<file path="config.mk">
export PLATFORM = sky130hd
export DESIGN_NAME = blsu_top
export DESIGN_NICKNAME = d
export VERILOG_FILES = /design/src/pkg/blsu_pkg.sv /design/src/hw/blsu_agen.sv /design/src/hw/blsu_top.sv
export VERILOG_INCLUDE_DIRS = /design/src /design/src/pkg
export SDC_FILE = /design/constraint.sdc
export NUM_CORES = 2
export LEC_CHECK = 0
export ABC_CLOCK_PERIOD_IN_PS = 3850
export BUFFER_PORTS_ARGS = -buffer_cell sky130_fd_sc_hd__buf_2
export CORE_AREA = 2 2 464 466
export DETAILED_ROUTE_END_ITERATION = 10
export DIE_AREA = 0 0 466 468
export HOLD_SLACK_MARGIN = 0.03
export SYNTH_ARGS = -nofsm -noshare
export SYNTH_HDL_FRONTEND = slang
export SYNTH_SLANG_ARGS = --single-unit
</file>
<file path="constraint.sdc">
create_clock -name clock -period 3.85 [get_ports clock]
set_clock_uncertainty 0.05 [all_clocks]
set_input_delay 0.77 -clock clock [delete_from_list [all_inputs] [get_ports clock]]
set_output_delay 0.77 -clock clock [all_outputs]
set_load 0.02 [all_outputs]
</file>
<file path="src/pkg/blsu_map.svh">
/*
  Constants of the byte-addressed load/store unit: widths, size codes,
  alignment masks, subgroup field and reset values.
  Assumes inclusion by bare name from the package; the design files use its macros without including it.
*/
// Contract
// - Store multi-byte values most significant byte first
// - Every address value selects exactly one byte
// - Post-increment of 2-byte access adds two
// - Post-increment of byte access adds one
// - Address buses toward memory are 32 bits
// - Data buses move up to 64 bits
// - Program fetch bus is 128 bits wide
// - Four ALU ops plus two address calculations
// - One unified program/data memory, several ports
// - DMA reaches memory through its own port
// - Same-subgroup fetch and data access arbitrated
`ifndef BLSU_MAP_SVH
`define BLSU_MAP_SVH
// ============================================================
// Bus widths, pointer and ALU counts
`define BLSU_ADDR_W   32
`define BLSU_DATA_W   64
`define BLSU_FETCH_W  128
`define BLSU_LANES    8
`define BLSU_NPTR     8
`define BLSU_NALU     4
// ============================================================
// Operand size codes
`define BLSU_SZ_BYTE  2'h0
`define BLSU_SZ_WORD  2'h1
`define BLSU_SZ_LONG  2'h2
`define BLSU_SZ_QUAD  2'h3
// ============================================================
// Alignment, subgroup field, reset values
`define BLSU_FETCH_ALIGN 32'hfffffff0
`define BLSU_SUBGRP_LO   12
`define BLSU_SUBGRP_HI   15
`define BLSU_PTR_RST     32'h0
`endif

</file>
<file path="src/pkg/blsu_pkg.sv">
/*
  Types and shared functions of the load/store unit.
  Assumes blsu_map.svh is on the include path.
*/
`include "blsu_map.svh"
package blsu_pkg;
  // ============================================================
  // Carriers
  typedef struct packed {
    logic        valid;
    logic        write;
    logic [1:0]  size;
    logic        postInc;
    logic [2:0]  ptr;
    logic [63:0] wdata;
  } blsu_agu_op_t;

  typedef struct packed {
    logic        valid;
    logic        write;
    logic [31:0] addr;
    logic [63:0] wdata;
    logic [7:0]  be;
  } blsu_mem_req_t;

  typedef struct packed {
    logic        valid;
    logic [31:0] addr;
  } blsu_fetch_req_t;

  typedef struct packed {
    logic        valid;
    logic [2:0]  idx;
    logic [31:0] data;
  } blsu_ptr_wr_t;

  typedef enum logic {FS_IDLE, FS_HELD} blsu_fstate_t;

  // ============================================================
  // Size and lane helpers
  function automatic int sizeBytes(input logic [1:0] sz);
    return 1 << sz;
  endfunction : sizeBytes

  // Natural alignment: low size bits must be zero
  function automatic logic misaligned(input logic [1:0] sz,
                                      input logic [2:0] off);
    logic [2:0] m;
    m = 3'((1 << sz) - 1);
    return (off & m) != 3'h0;
  endfunction : misaligned

  // Big-endian lanes: lowest address is the top byte lane
  function automatic logic [7:0] laneMask(input logic [1:0] sz,
                                          input logic [2:0] off);
    logic [7:0] m;
    m = 8'(8'hff << (8 - sizeBytes(sz)));
    return 8'(m >> off);
  endfunction : laneMask

  function automatic logic [63:0] placeStore(input logic [63:0] d,
                                             input logic [1:0]  sz,
                                             input logic [2:0]  off);
    logic [63:0] t;
    t = 64'(d << (64 - 8 * sizeBytes(sz)));
    return 64'(t >> (8 * off));
  endfunction : placeStore

  function automatic logic [63:0] pickLoad(input logic [63:0] d,
                                           input logic [1:0]  sz,
                                           input logic [2:0]  off);
    logic [63:0] t;
    t = 64'(d << (8 * off));
    return 64'(t >> (64 - 8 * sizeBytes(sz)));
  endfunction : pickLoad
endpackage : blsu_pkg
</file>
<file path="src/hw/blsu_agen.sv">
/*
  One address arithmetic channel: byte address, alignment check,
  post-increment value and big-endian lane placement.
  Assumes the pointer value is read combinationally by the caller.
*/
`timescale 1ns/1ns
module blsu_agen
  import blsu_pkg::*;
(
  input  wire blsu_pkg::blsu_agu_op_t  op,
  input  wire logic [31:0]             ptrVal,
  output blsu_pkg::blsu_mem_req_t      req,
  output logic                         alignErr,
  output logic                         ptrUpd,
  output logic [31:0]                  ptrNxt
);
  logic [2:0] off;

  // ============================================================
  // Address and checks; pointer is already a byte address
  assign off      = ptrVal[2:0];
  assign alignErr = op.valid && misaligned(op.size, off);
  assign ptrUpd   = op.valid && op.postInc && !alignErr;
  // Step by operand size: 1 for byte, 2 for word
  assign ptrNxt   = ptrVal + 32'(sizeBytes(op.size));

  // Memory request, write data placed MSB first
  always_comb
  begin
    req.valid = op.valid && !alignErr;
    req.write = op.write;
    req.addr  = ptrVal;
    req.wdata = placeStore(op.wdata, op.size, off);
    req.be    = laneMask(op.size, off);
  end
endmodule : blsu_agen

</file>
<file path="src/hw/blsu_top.sv">
/*
  Load/store unit of a 16-bit core with byte-addressed unified memory:
  two address channels, pointer file, load return, program fetch
  arbitration against data subgroups and a separate DMA port.
  Assumes memory answers every read exactly one cycle after the request
  and that requesters only fetch while fetchReady is high.
*/
`timescale 1ns/1ns
module blsu_top
  import blsu_pkg::*;
(
  input  wire logic                     clock,
  input  wire logic                     resetn,
  input  wire logic [3:0]               aluValid,
  input  wire blsu_pkg::blsu_agu_op_t   agu0,
  input  wire blsu_pkg::blsu_agu_op_t   agu1,
  input  wire blsu_pkg::blsu_ptr_wr_t   ptrWr,
  input  wire blsu_pkg::blsu_fetch_req_t fetchReq,
  input  wire blsu_pkg::blsu_mem_req_t  dmaReq,
  input  wire logic [63:0]              memRdata0,
  input  wire logic [63:0]              memRdata1,
  input  wire logic [127:0]             fetchRdata,
  output blsu_pkg::blsu_mem_req_t       memReq0_r,
  output blsu_pkg::blsu_mem_req_t       memReq1_r,
  output blsu_pkg::blsu_fetch_req_t     fetchMem_r,
  output blsu_pkg::blsu_mem_req_t       dmaMem_r,
  output logic                          fetchReady_r,
  output logic [127:0]                  fetchData_r,
  output logic                          fetchDataValid_r,
  output logic [1:0]                    ldValid_r,
  output logic [63:0]                   ldData0_r,
  output logic [63:0]                   ldData1_r,
  output logic [1:0]                    alignErr_r,
  output logic [3:0]                    aluGo_r
);
  // ============================================================
  // Pointer file and channels
  logic [31:0]   ptr_r [`BLSU_NPTR];
  blsu_mem_req_t req0, req1;
  logic          err0, err1, upd0, upd1;
  logic [31:0]   nxt0, nxt1;
  logic [1:0]    ldSz_r [2];
  logic [1:0]    szQ_r [2];
  logic [2:0]    ldOff_r [2];
  logic [1:0]    ldPend_r;
  blsu_fstate_t  fstate_r;
  logic [31:0]   fHeld_r;
  logic          fPend_r;
  logic          conflict;

  blsu_agen u_agen0 (
    .op       (agu0),
    .ptrVal   (ptr_r[agu0.ptr]),
    .req      (req0),
    .alignErr (err0),
    .ptrUpd   (upd0),
    .ptrNxt   (nxt0)
  );

  blsu_agen u_agen1 (
    .op       (agu1),
    .ptrVal   (ptr_r[agu1.ptr]),
    .req      (req1),
    .alignErr (err1),
    .ptrUpd   (upd1),
    .ptrNxt   (nxt1)
  );

  // Pointer update; channel 0 wins a clash, external load wins both
  always_ff @(posedge clock or negedge resetn)
  begin
    if (!resetn)
    begin
      for (int i = 0; i < `BLSU_NPTR; i++)
        ptr_r[i] <= `BLSU_PTR_RST;
    end
    else
    begin
      if (upd1)
        ptr_r[agu1.ptr] <= nxt1;
      if (upd0)
        ptr_r[agu0.ptr] <= nxt0;
      if (ptrWr.valid)
        ptr_r[ptrWr.idx] <= ptrWr.data;
    end
  end

  // ============================================================
  // Data requests; both channels and ALU slots issue in one cycle
  always_ff @(posedge clock or negedge resetn)
  begin
    if (!resetn)
    begin
      memReq0_r  <= '0;
      memReq1_r  <= '0;
      alignErr_r <= 2'h0;
      aluGo_r    <= 4'h0;
    end
    else
    begin
      memReq0_r  <= req0;
      memReq1_r  <= req1;
      alignErr_r <= {err1, err0};
      aluGo_r    <= aluValid;
    end
  end

  // Load return, right justified; memory answers one cycle later
  always_ff @(posedge clock or negedge resetn)
  begin
    if (!resetn)
    begin
      ldPend_r  <= 2'h0;
      ldValid_r <= 2'h0;
      ldData0_r <= 64'h0;
      ldData1_r <= 64'h0;
      ldSz_r    <= '{default: 2'h0};
      szQ_r     <= '{default: 2'h0};
      ldOff_r   <= '{default: 3'h0};
    end
    else
    begin
      // Pending tracks the issued request, so data is taken in the cycle
      // the memory really drives it, not the cycle before
      ldPend_r   <= {memReq1_r.valid && !memReq1_r.write,
                     memReq0_r.valid && !memReq0_r.write};
      szQ_r[0]   <= agu0.size;
      szQ_r[1]   <= agu1.size;
      ldSz_r[0]  <= szQ_r[0];
      ldSz_r[1]  <= szQ_r[1];
      ldOff_r[0] <= memReq0_r.addr[2:0];
      ldOff_r[1] <= memReq1_r.addr[2:0];
      ldValid_r  <= ldPend_r;
      if (ldPend_r[0])
        ldData0_r <= pickLoad(memRdata0, ldSz_r[0], ldOff_r[0]);
      if (ldPend_r[1])
        ldData1_r <= pickLoad(memRdata1, ldSz_r[1], ldOff_r[1]);
    end
  end

  // ============================================================
  // Fetch arbitration: data wins a shared subgroup, fetch waits one
  // cycle; holding only one cycle keeps fetch from starving.
  assign conflict = fetchReq.valid && fstate_r == FS_IDLE &&
    ((req0.valid && req0.addr[`BLSU_SUBGRP_HI:`BLSU_SUBGRP_LO] ==
      fetchReq.addr[`BLSU_SUBGRP_HI:`BLSU_SUBGRP_LO]) ||
     (req1.valid && req1.addr[`BLSU_SUBGRP_HI:`BLSU_SUBGRP_LO] ==
      fetchReq.addr[`BLSU_SUBGRP_HI:`BLSU_SUBGRP_LO]));

  always_ff @(posedge clock or negedge resetn)
  begin
    if (!resetn)
    begin
      fstate_r     <= FS_IDLE;
      fHeld_r      <= 32'h0;
      fetchMem_r   <= '0;
      fetchReady_r <= 1'b0;
    end
    else
    begin
      fetchReady_r <= !conflict;
      case (fstate_r)
        FS_IDLE:
        begin
          fHeld_r          <= fetchReq.addr & `BLSU_FETCH_ALIGN;
          fetchMem_r.addr  <= fetchReq.addr & `BLSU_FETCH_ALIGN;
          fetchMem_r.valid <= fetchReq.valid && !conflict;
          if (conflict)
            fstate_r <= FS_HELD;
        end
        FS_HELD:
        begin
          fetchMem_r.addr  <= fHeld_r;
          fetchMem_r.valid <= 1'b1;
          fstate_r         <= FS_IDLE;
        end
        default:
          fstate_r <= FS_IDLE;
      endcase
    end
  end

  // Fetch set return, full 128-bit width
  always_ff @(posedge clock or negedge resetn)
  begin
    if (!resetn)
    begin
      fPend_r          <= 1'b0;
      fetchDataValid_r <= 1'b0;
      fetchData_r      <= 128'h0;
    end
    else
    begin
      fPend_r          <= fetchMem_r.valid;
      fetchDataValid_r <= fPend_r;
      if (fPend_r)
        fetchData_r <= fetchRdata;
    end
  end

  // DMA keeps its own port into the unified memory
  always_ff @(posedge clock or negedge resetn)
  begin
    if (!resetn)
      dmaMem_r <= '0;
    else
      dmaMem_r <= dmaReq;
  end
endmodule : blsu_top

</file>
# [Yosys cells after proc, flatten, opt, wreduce, memory -nomap -nowiden]
# Cells that the tools add are included.
[classes] addsub=10 n_lt_le_gt_ge=6 eq_ne=2 n_shift=16 n_mux=21 bitwise_logic=6 n_reduce_logical=26
[ops] operator="bitwise mux 256 bit" n=3
[ops] operator="2-to-1 mux 256 bit" n=3
[ops] operator="demux 32 bit (select 3 bit)" n=3
[ops] operator="2-to-1 mux 32 bit" n=7
[ops] operator="binary-select mux 32 bit (select 3 bit)" n=2
[ops] operator="<< shifter 64 x 32 -> 64 bit" n=2
[ops] operator="<< shifter 64 x 6 -> 64 bit" n=2
[ops] operator=">> shifter 64 x 32 -> 64 bit" n=2
[ops] operator=">> shifter 64 x 6 -> 64 bit" n=2
[ops] operator="subtractor 8 x 32 -> 32 bit (first input constant)" n=4
[ops] operator="case mux 33 bit (2 select lines)" n=1
[ops] operator="adder 32 bit" n=2
[ops] operator="<< shifter 1 x 2 -> 32 bit (first input constant)" n=2
[ops] operator="<< shifter 8 x 32 -> 8 bit (first input constant)" n=2
[ops] operator="subtractor 5 x 32 -> 32 bit (first input constant)" n=2
[ops] operator="<< shifter 1 x 2 -> 29 bit (first input constant)" n=2
[ops] operator="logical AND 1 bit" n=18
[ops] operator=">> shifter 8 x 3 -> 8 bit" n=2
[ops] operator="greater-or-equal comparator 4 bit (second input constant)" n=3
[ops] operator="less-than comparator 4 x 1 -> 1 bit (second input constant)" n=3
[ops] operator="inverter 3 -> 4 bit" n=3
[ops] operator="equality test 4 bit" n=2
[ops] operator="AND 3 bit" n=2
[ops] operator="nonzero test 3 bit" n=2
[ops] operator="other kinds (6)" n=11
[word_totals] reg_bits=919 inputBits=581 output_inout_bits=617 word_cells=130

# [Logic depth before layout (Yosys ltp)]
[logic_depth] depth_word=15 depth_mapped=26 depth_no_buf=17

# [Cells and area by module]
# From an unflattened synthesis, not the netlist that was laid out.
[hier_totals] cells_unflattened=4655 area_unflattened_um2=50985.1
[modules_own_cells] mod="blsu_top" instances=1 cells_each=3619 area_each_um2=43620.6 seq_area_each_um2=22897.0
[modules_own_cells] mod="blsu_agen at u_agen0" instances=1 cells_each=512 area_each_um2=3821.2 seq_area_each_um2=0.0
[modules_own_cells] mod="blsu_agen at u_agen1" instances=1 cells_each=524 area_each_um2=3543.4 seq_area_each_um2=0.0

# [Least setup slack after synthesis]
# OpenSTA, ideal clock, no wires.
[synth_path] path_kind="input port to flip-flop" startpoint="input agu1[64] (netlist bit)" endpoint="register ptr_r[22] (netlist bit)" setup_ps=86 t_arrival_ps=5045 t_required_ps=3714 setup_slack_ps=-1331 cell_stages=25 path_buffers=8 cell_sequence="buf_4 > buf_6 > buf_6 > buf_4 > buf_4 > buf_2 > nand3_1 > o21ai_0 > nand2_1 > o211a_1 > buf_2 > inv_2 > buf_1 > ha_1 > inv_1 > fa_1 > nor2b_1 > o21ai_0 > nand2b_1 > and4bb_2 > nor4b_2 > nand3_1 > xnor2_1 > o22ai_1 > nor3_1"
[synth_rtl] element="start: declaration" line="blsu_top.sv:16" text="input wire blsu_pkg::blsu_agu_op_t agu1,"
[synth_rtl] element="end signal: indexed assignment" line="blsu_top.sv:75" text="ptr_r[i] <= `BLSU_PTR_RST;"
[synth_rtl] element="end signal: indexed assignment" line="blsu_top.sv:80" text="ptr_r[agu1.ptr] <= nxt1;"
[synth_rtl] element="end signal: indexed assignment" line="blsu_top.sv:82" text="ptr_r[agu0.ptr] <= nxt0;"
[synth_rtl] element="end: declaration" line="blsu_top.sv:38" text="logic [31:0] ptr_r [`BLSU_NPTR];"

# [Worst setup path after layout]
[layout_path] startpoint="register ptr_r[64] (netlist bit)" endpoint="register ptr_r[80] (netlist bit)"
[layout_between] elab_chain_len=13 word_cells_on_any_way=24 cone_classes="add/sub: 2; mux: 12; bitwise: 2; reduce/logical: 8"
[layout_rtl] element="branches (longest 10 deep; another with adder 32 bit)"
[layout_rtl] element="2-to-1 mux 256 bit (*)" line="blsu_top.sv:81" text="if (upd0)"
[layout_rtl] element="bitwise mux 256 bit" line="blsu_top.sv:84" text="ptr_r[ptrWr.idx] <= ptrWr.data;"
[layout_rtl] element="2-to-1 mux 256 bit (*)" line="blsu_top.sv:83" text="if (ptrWr.valid)"
# Every way passes the cells marked *. The select of a mux whose other input is x is not followed.
# A chain may end at the register's enable or synchronous reset.

==> results by group <==
Place
  – Dpl ws: -632.2 ps
  – Hpwl dp: between 200000 and 250000 um
  – Post-Place Cells: ~9200
  – Routability cong.: 0.9949
  – IO Port Bufs: approximately 1200
  – Cell Area, Placed: 0.06251 sq mm

Final layout
  – Fillers: approximately 22000
  – # nets final: between 7000 and 8000
  – Area delta synth->final: 38.80%
  – Cell area after layout: 0.06747 sq mm
  – Layout cells sized above 1: a little under two fifths
  – Post-route insts no fill: approximately 9600

Logic synthesis
  – #FFs+latches synth: 915
  – Mapped Avg Cell Area: just under 10 sq um
  – Post-Synthesis Cells: around 5000
  – Ys async rst share: between 90% and 100%
  – Top_reg_cell synth: dfrtp_1
  – Post-synth cell types: 96
  – Syn Std Cell Area: around 0.049 sq mm
  – Post-synth EDFFs: 0
  – Yosys warns: 0
  – Sequential fraction of the synthesis area: a little under half

Critical path
  – R2R Path Start: ptr_r[64]
  – Worst R2R Path Depth: 19
  – Worst r2r dst: ptr_r[80]
  – Cell family with most CP delay: compound AO/OA/AOI/OAI gates
  – Slowest stage cell on the critical path: dfrtp_1
  – Crit Path Class: reg -> reg
  – CP peak stage delay: roughly 410 ps
  – CP required: 4460 ps
  – CP Buf/Inv Count: 6
  – Kind of end point of the critical path: flip-flop
  – Critical Path Source Type: flip-flop
  – Reg2reg setup slack: about 130 ps
  – CP Cell Sequence: mux2_4 -> a221oi_2 -> nor2_1 -> a221oi_4 -> inv_2 -> ha_4 -> inv_2 -> fa_2 -> inv_1 -> a21o_1 -> a21oi_4 -> nand4bb_4 -> buf_6 -> nor2b_4 -> buf_4 -> and3_4 -> xnor2_4 -> buf_4 -> a221oi_2
  – Crit Path Max Fanout: 4
  – Crit path DAT: between 4000 and 5000 ps

Route
  – DR vias/cell: ~5.2
  – Vias after detailed routing: ~49000
  – Post-route ant nets: 0
  – Drt wl/cell: 27.44 um
  – Initial DRC Count: 5898
  – DRC: 0
  – Router iterations before antenna repair: 6
  – Routed WL: approximately 260000 um

STA
  – FMAX: between 200 and 300 MHz
  – Final hold viol count: 0
  – Final setup viols: 0
  – Final period util: a little over nine tenths
  – Rel. slew slack: between 30% and 40%
  – Fin. max-slew vios: 0
  – Crit path time final: approximately 3700 ps
  – PnR worst setup slack: 130.8 ps
  – RSZ-0062 raised after global routing: no
  – Worst Tran Pin Value: 1022 ps
  – Hold_ws: 138.6 ps

Clock network
  – Clock Sinks: a little over 900
  – CTS root buffer: clkbuf_16
  – H-tree depth: 3
  – Max clock buf depth: 3
  – Clock latency on the worst-skew pair: approximately 780 ps
  – CTS tree: yes
  – Inserted Clock Buffers: approximately 110
  – Clk slew on worst S/H paths: around 60 ps

GRT
  – Largest net degree at the start of global routing: 88
  – Total Routing Usage GR: 22.91%
  – Grt ovf: 0
  – Initial antenna violation count: 64
  – Number of global-route vias before repair: 47718
  – First-pass GRT wire length: 361300 um

Power and ir drop
  – Total Power: 44.34 mW
  – VDD IR-drop max: around 0.00044 V
  – Lkg Pwr: between 30 and 40 nW
  – Pwr dens: 657.1 mW/mm^2

Die
  – Core ar.: 0.2133 sq mm
  – Die ar.: ~0.22 sq mm
  – Die X: approximately 470 um
  – Initial core utilization: between 20% and 30%
  – I/O pin count: 1198
  – Die Y-Extent: between 400 and 500 um
  – Row count: 170

Worst hold path
  – Worst Hold Class: in -> reg
  – Worst Hold Launch: dmaReq[93]
  – Hold path cells: 1
  – WHS Endpoint: dmaMem_r[93]

Flow run
  – Max Cap Violations: 0

Run status
  – Outcome: completed
==> metrics by stage <==
stage	TNS, ps	utilization, %
2_1_floorplan	-92490	-
3_3_place_gp	-95270	29.30
3_5_place_dp	-96070	29.30
4_1_cts	0	31.54
5_1_grt	0	31.60
6_report	0	31.63
==> cell usage after synthesis, drive strengths merged (10+ instances only) <==
master / number / share of area [%]
nand4: 28 / 0.39
and3: 11 / 0.14
o21ai: 424 / 4.4
nor2b: 72 / 0.93
xor2: 16 / 0.30
and2: 48 / 0.62
a22oi: 34 / 0.53
a21o: 12 / 0.19
a211oi: 72 / 1.1
buf: 174 / 2.0
o221ai: 21 / 0.38
a31oi: 46 / 0.59
mux2: 275 / 6.4
inv: 141 / 1.1
nand2b: 29 / 0.37
nand3: 68 / 0.72
o22ai: 166 / 2.2
a221oi: 45 / 0.82
xnor2: 48 / 0.96
o21a: 30 / 0.46
dfrtp: 915 / 47
mux2i: 223 / 4.6
nand2: 754 / 5.8
a21oi: 381 / 3.9
o211ai: 23 / 0.37
o22a: 14 / 0.25
clkbuf: 242 / 1.9
ha: 10 / 0.26
nor2: 389 / 3.0
a22o: 28 / 0.50
mux4: 108 / 5.0
nor3: 28 / 0.32
a32o: 10 / 0.21
==> worst max-delay path by stage <==
stage | from | to | slack [ps] | cells past startpoint
global placement | agu1[64] | ptr_r[10] | -670 | 20
CTS | ptr_r[64] | ptr_r[16] | 30 | 19
global route | ptr_r[2] | ptr_r[155] | 10 | 15
detailed placement | agu1[64] | ptr_r[80] | -630 | 19
finish | ptr_r[64] | ptr_r[80] | 130 | 19
floorplan | agu1[64] | ptr_r[22] | -550 | 24
==> power by group <==
part           switching [mW]  total, mW  leakage [nW]  internal, mW
clock                    4.50       10.8          1.79          6.33
sequential               2.21       14.6          11.1          12.3
combinational            11.7       19.0          18.0          7.24
==> area by class of cell <==
type,count,area [sq um],area share [%]
multi-input cells,3534,24220,35.90
flip-flops and latches,915,22910,33.95
repair buffers,1909,12490,18.52
well taps,2838,3551,5.263
clock buffers,138,2934,4.349
clock inverters,52,750.7,1.113
inverters,143,546.8,0.8104
diodes,24,60.06,0.08901
==> flip-flops by register name (all words and copies together), names as in the netlist, 2 cells and up <==
signal       count
memReq1_r      106
fHeld_r         28
memReq0_r      106
ldValid_r        2
ldData1_r       64
szQ_r            4
ldData0_r       64
dmaMem_r       106
fetchData_r    128
fetchMem_r      29
aluGo_r          4
ptr_r          256
ldSz_r           4
ldPend_r         2
alignErr_r       2
ldOff_r          6
==> cells in the final DEF, fill, tap and decap left out, types with 68 or more instances in the layout <==
master and instances:
a211oi_1 71, a21oi_1 376, buf_2 1185, buf_4 544, clkbuf_16 107, dfrtp_1 908, dlygate4sd3_1 110, inv_1 130
mux2_2 261, mux2i_1 222, mux4_2 108, nand2_1 747, nor2_1 361, nor2b_1 68, o21ai_0 197, o21ai_1 227
o22ai_1 164
==> timing repair <==
| action | in CTS | in global routing |
|---|---|---|
| resized for setup | 0 | 12 |
| hold buffers | 110 | 0 |
| setup endpoints to repair | 0 | 46 |
| hold endpoints to repair | 137 | 0 |
| buffers inserted | 0 | 6 |
==> routing by layer <==
metal / global-route usage, % / vias to the layer above / share of wire (%)
met3: 6.586 / 724 / 10
met4: 12.34 / 54 / 5.8
met5: 0 / - / 0.13
li1: - / 21047 / -
met1: 28.29 / 24346 / 38
met2: 36.01 / 3173 / 45
==> cells by family after synthesis <==
kind of cell,Yosys count,synth area share (%)
and+or+nand+nor,1478,13.28
buffers and inverters,559,4.965
muxes,606,15.97
xor gates and xnor gates,64,1.261
AOI/OAI and AO/OA,1370,17.07
other,1,0.007715
adders and majority gates,12,0.3398
DFF,915,47.10
(Power assumes the default switching activity.)
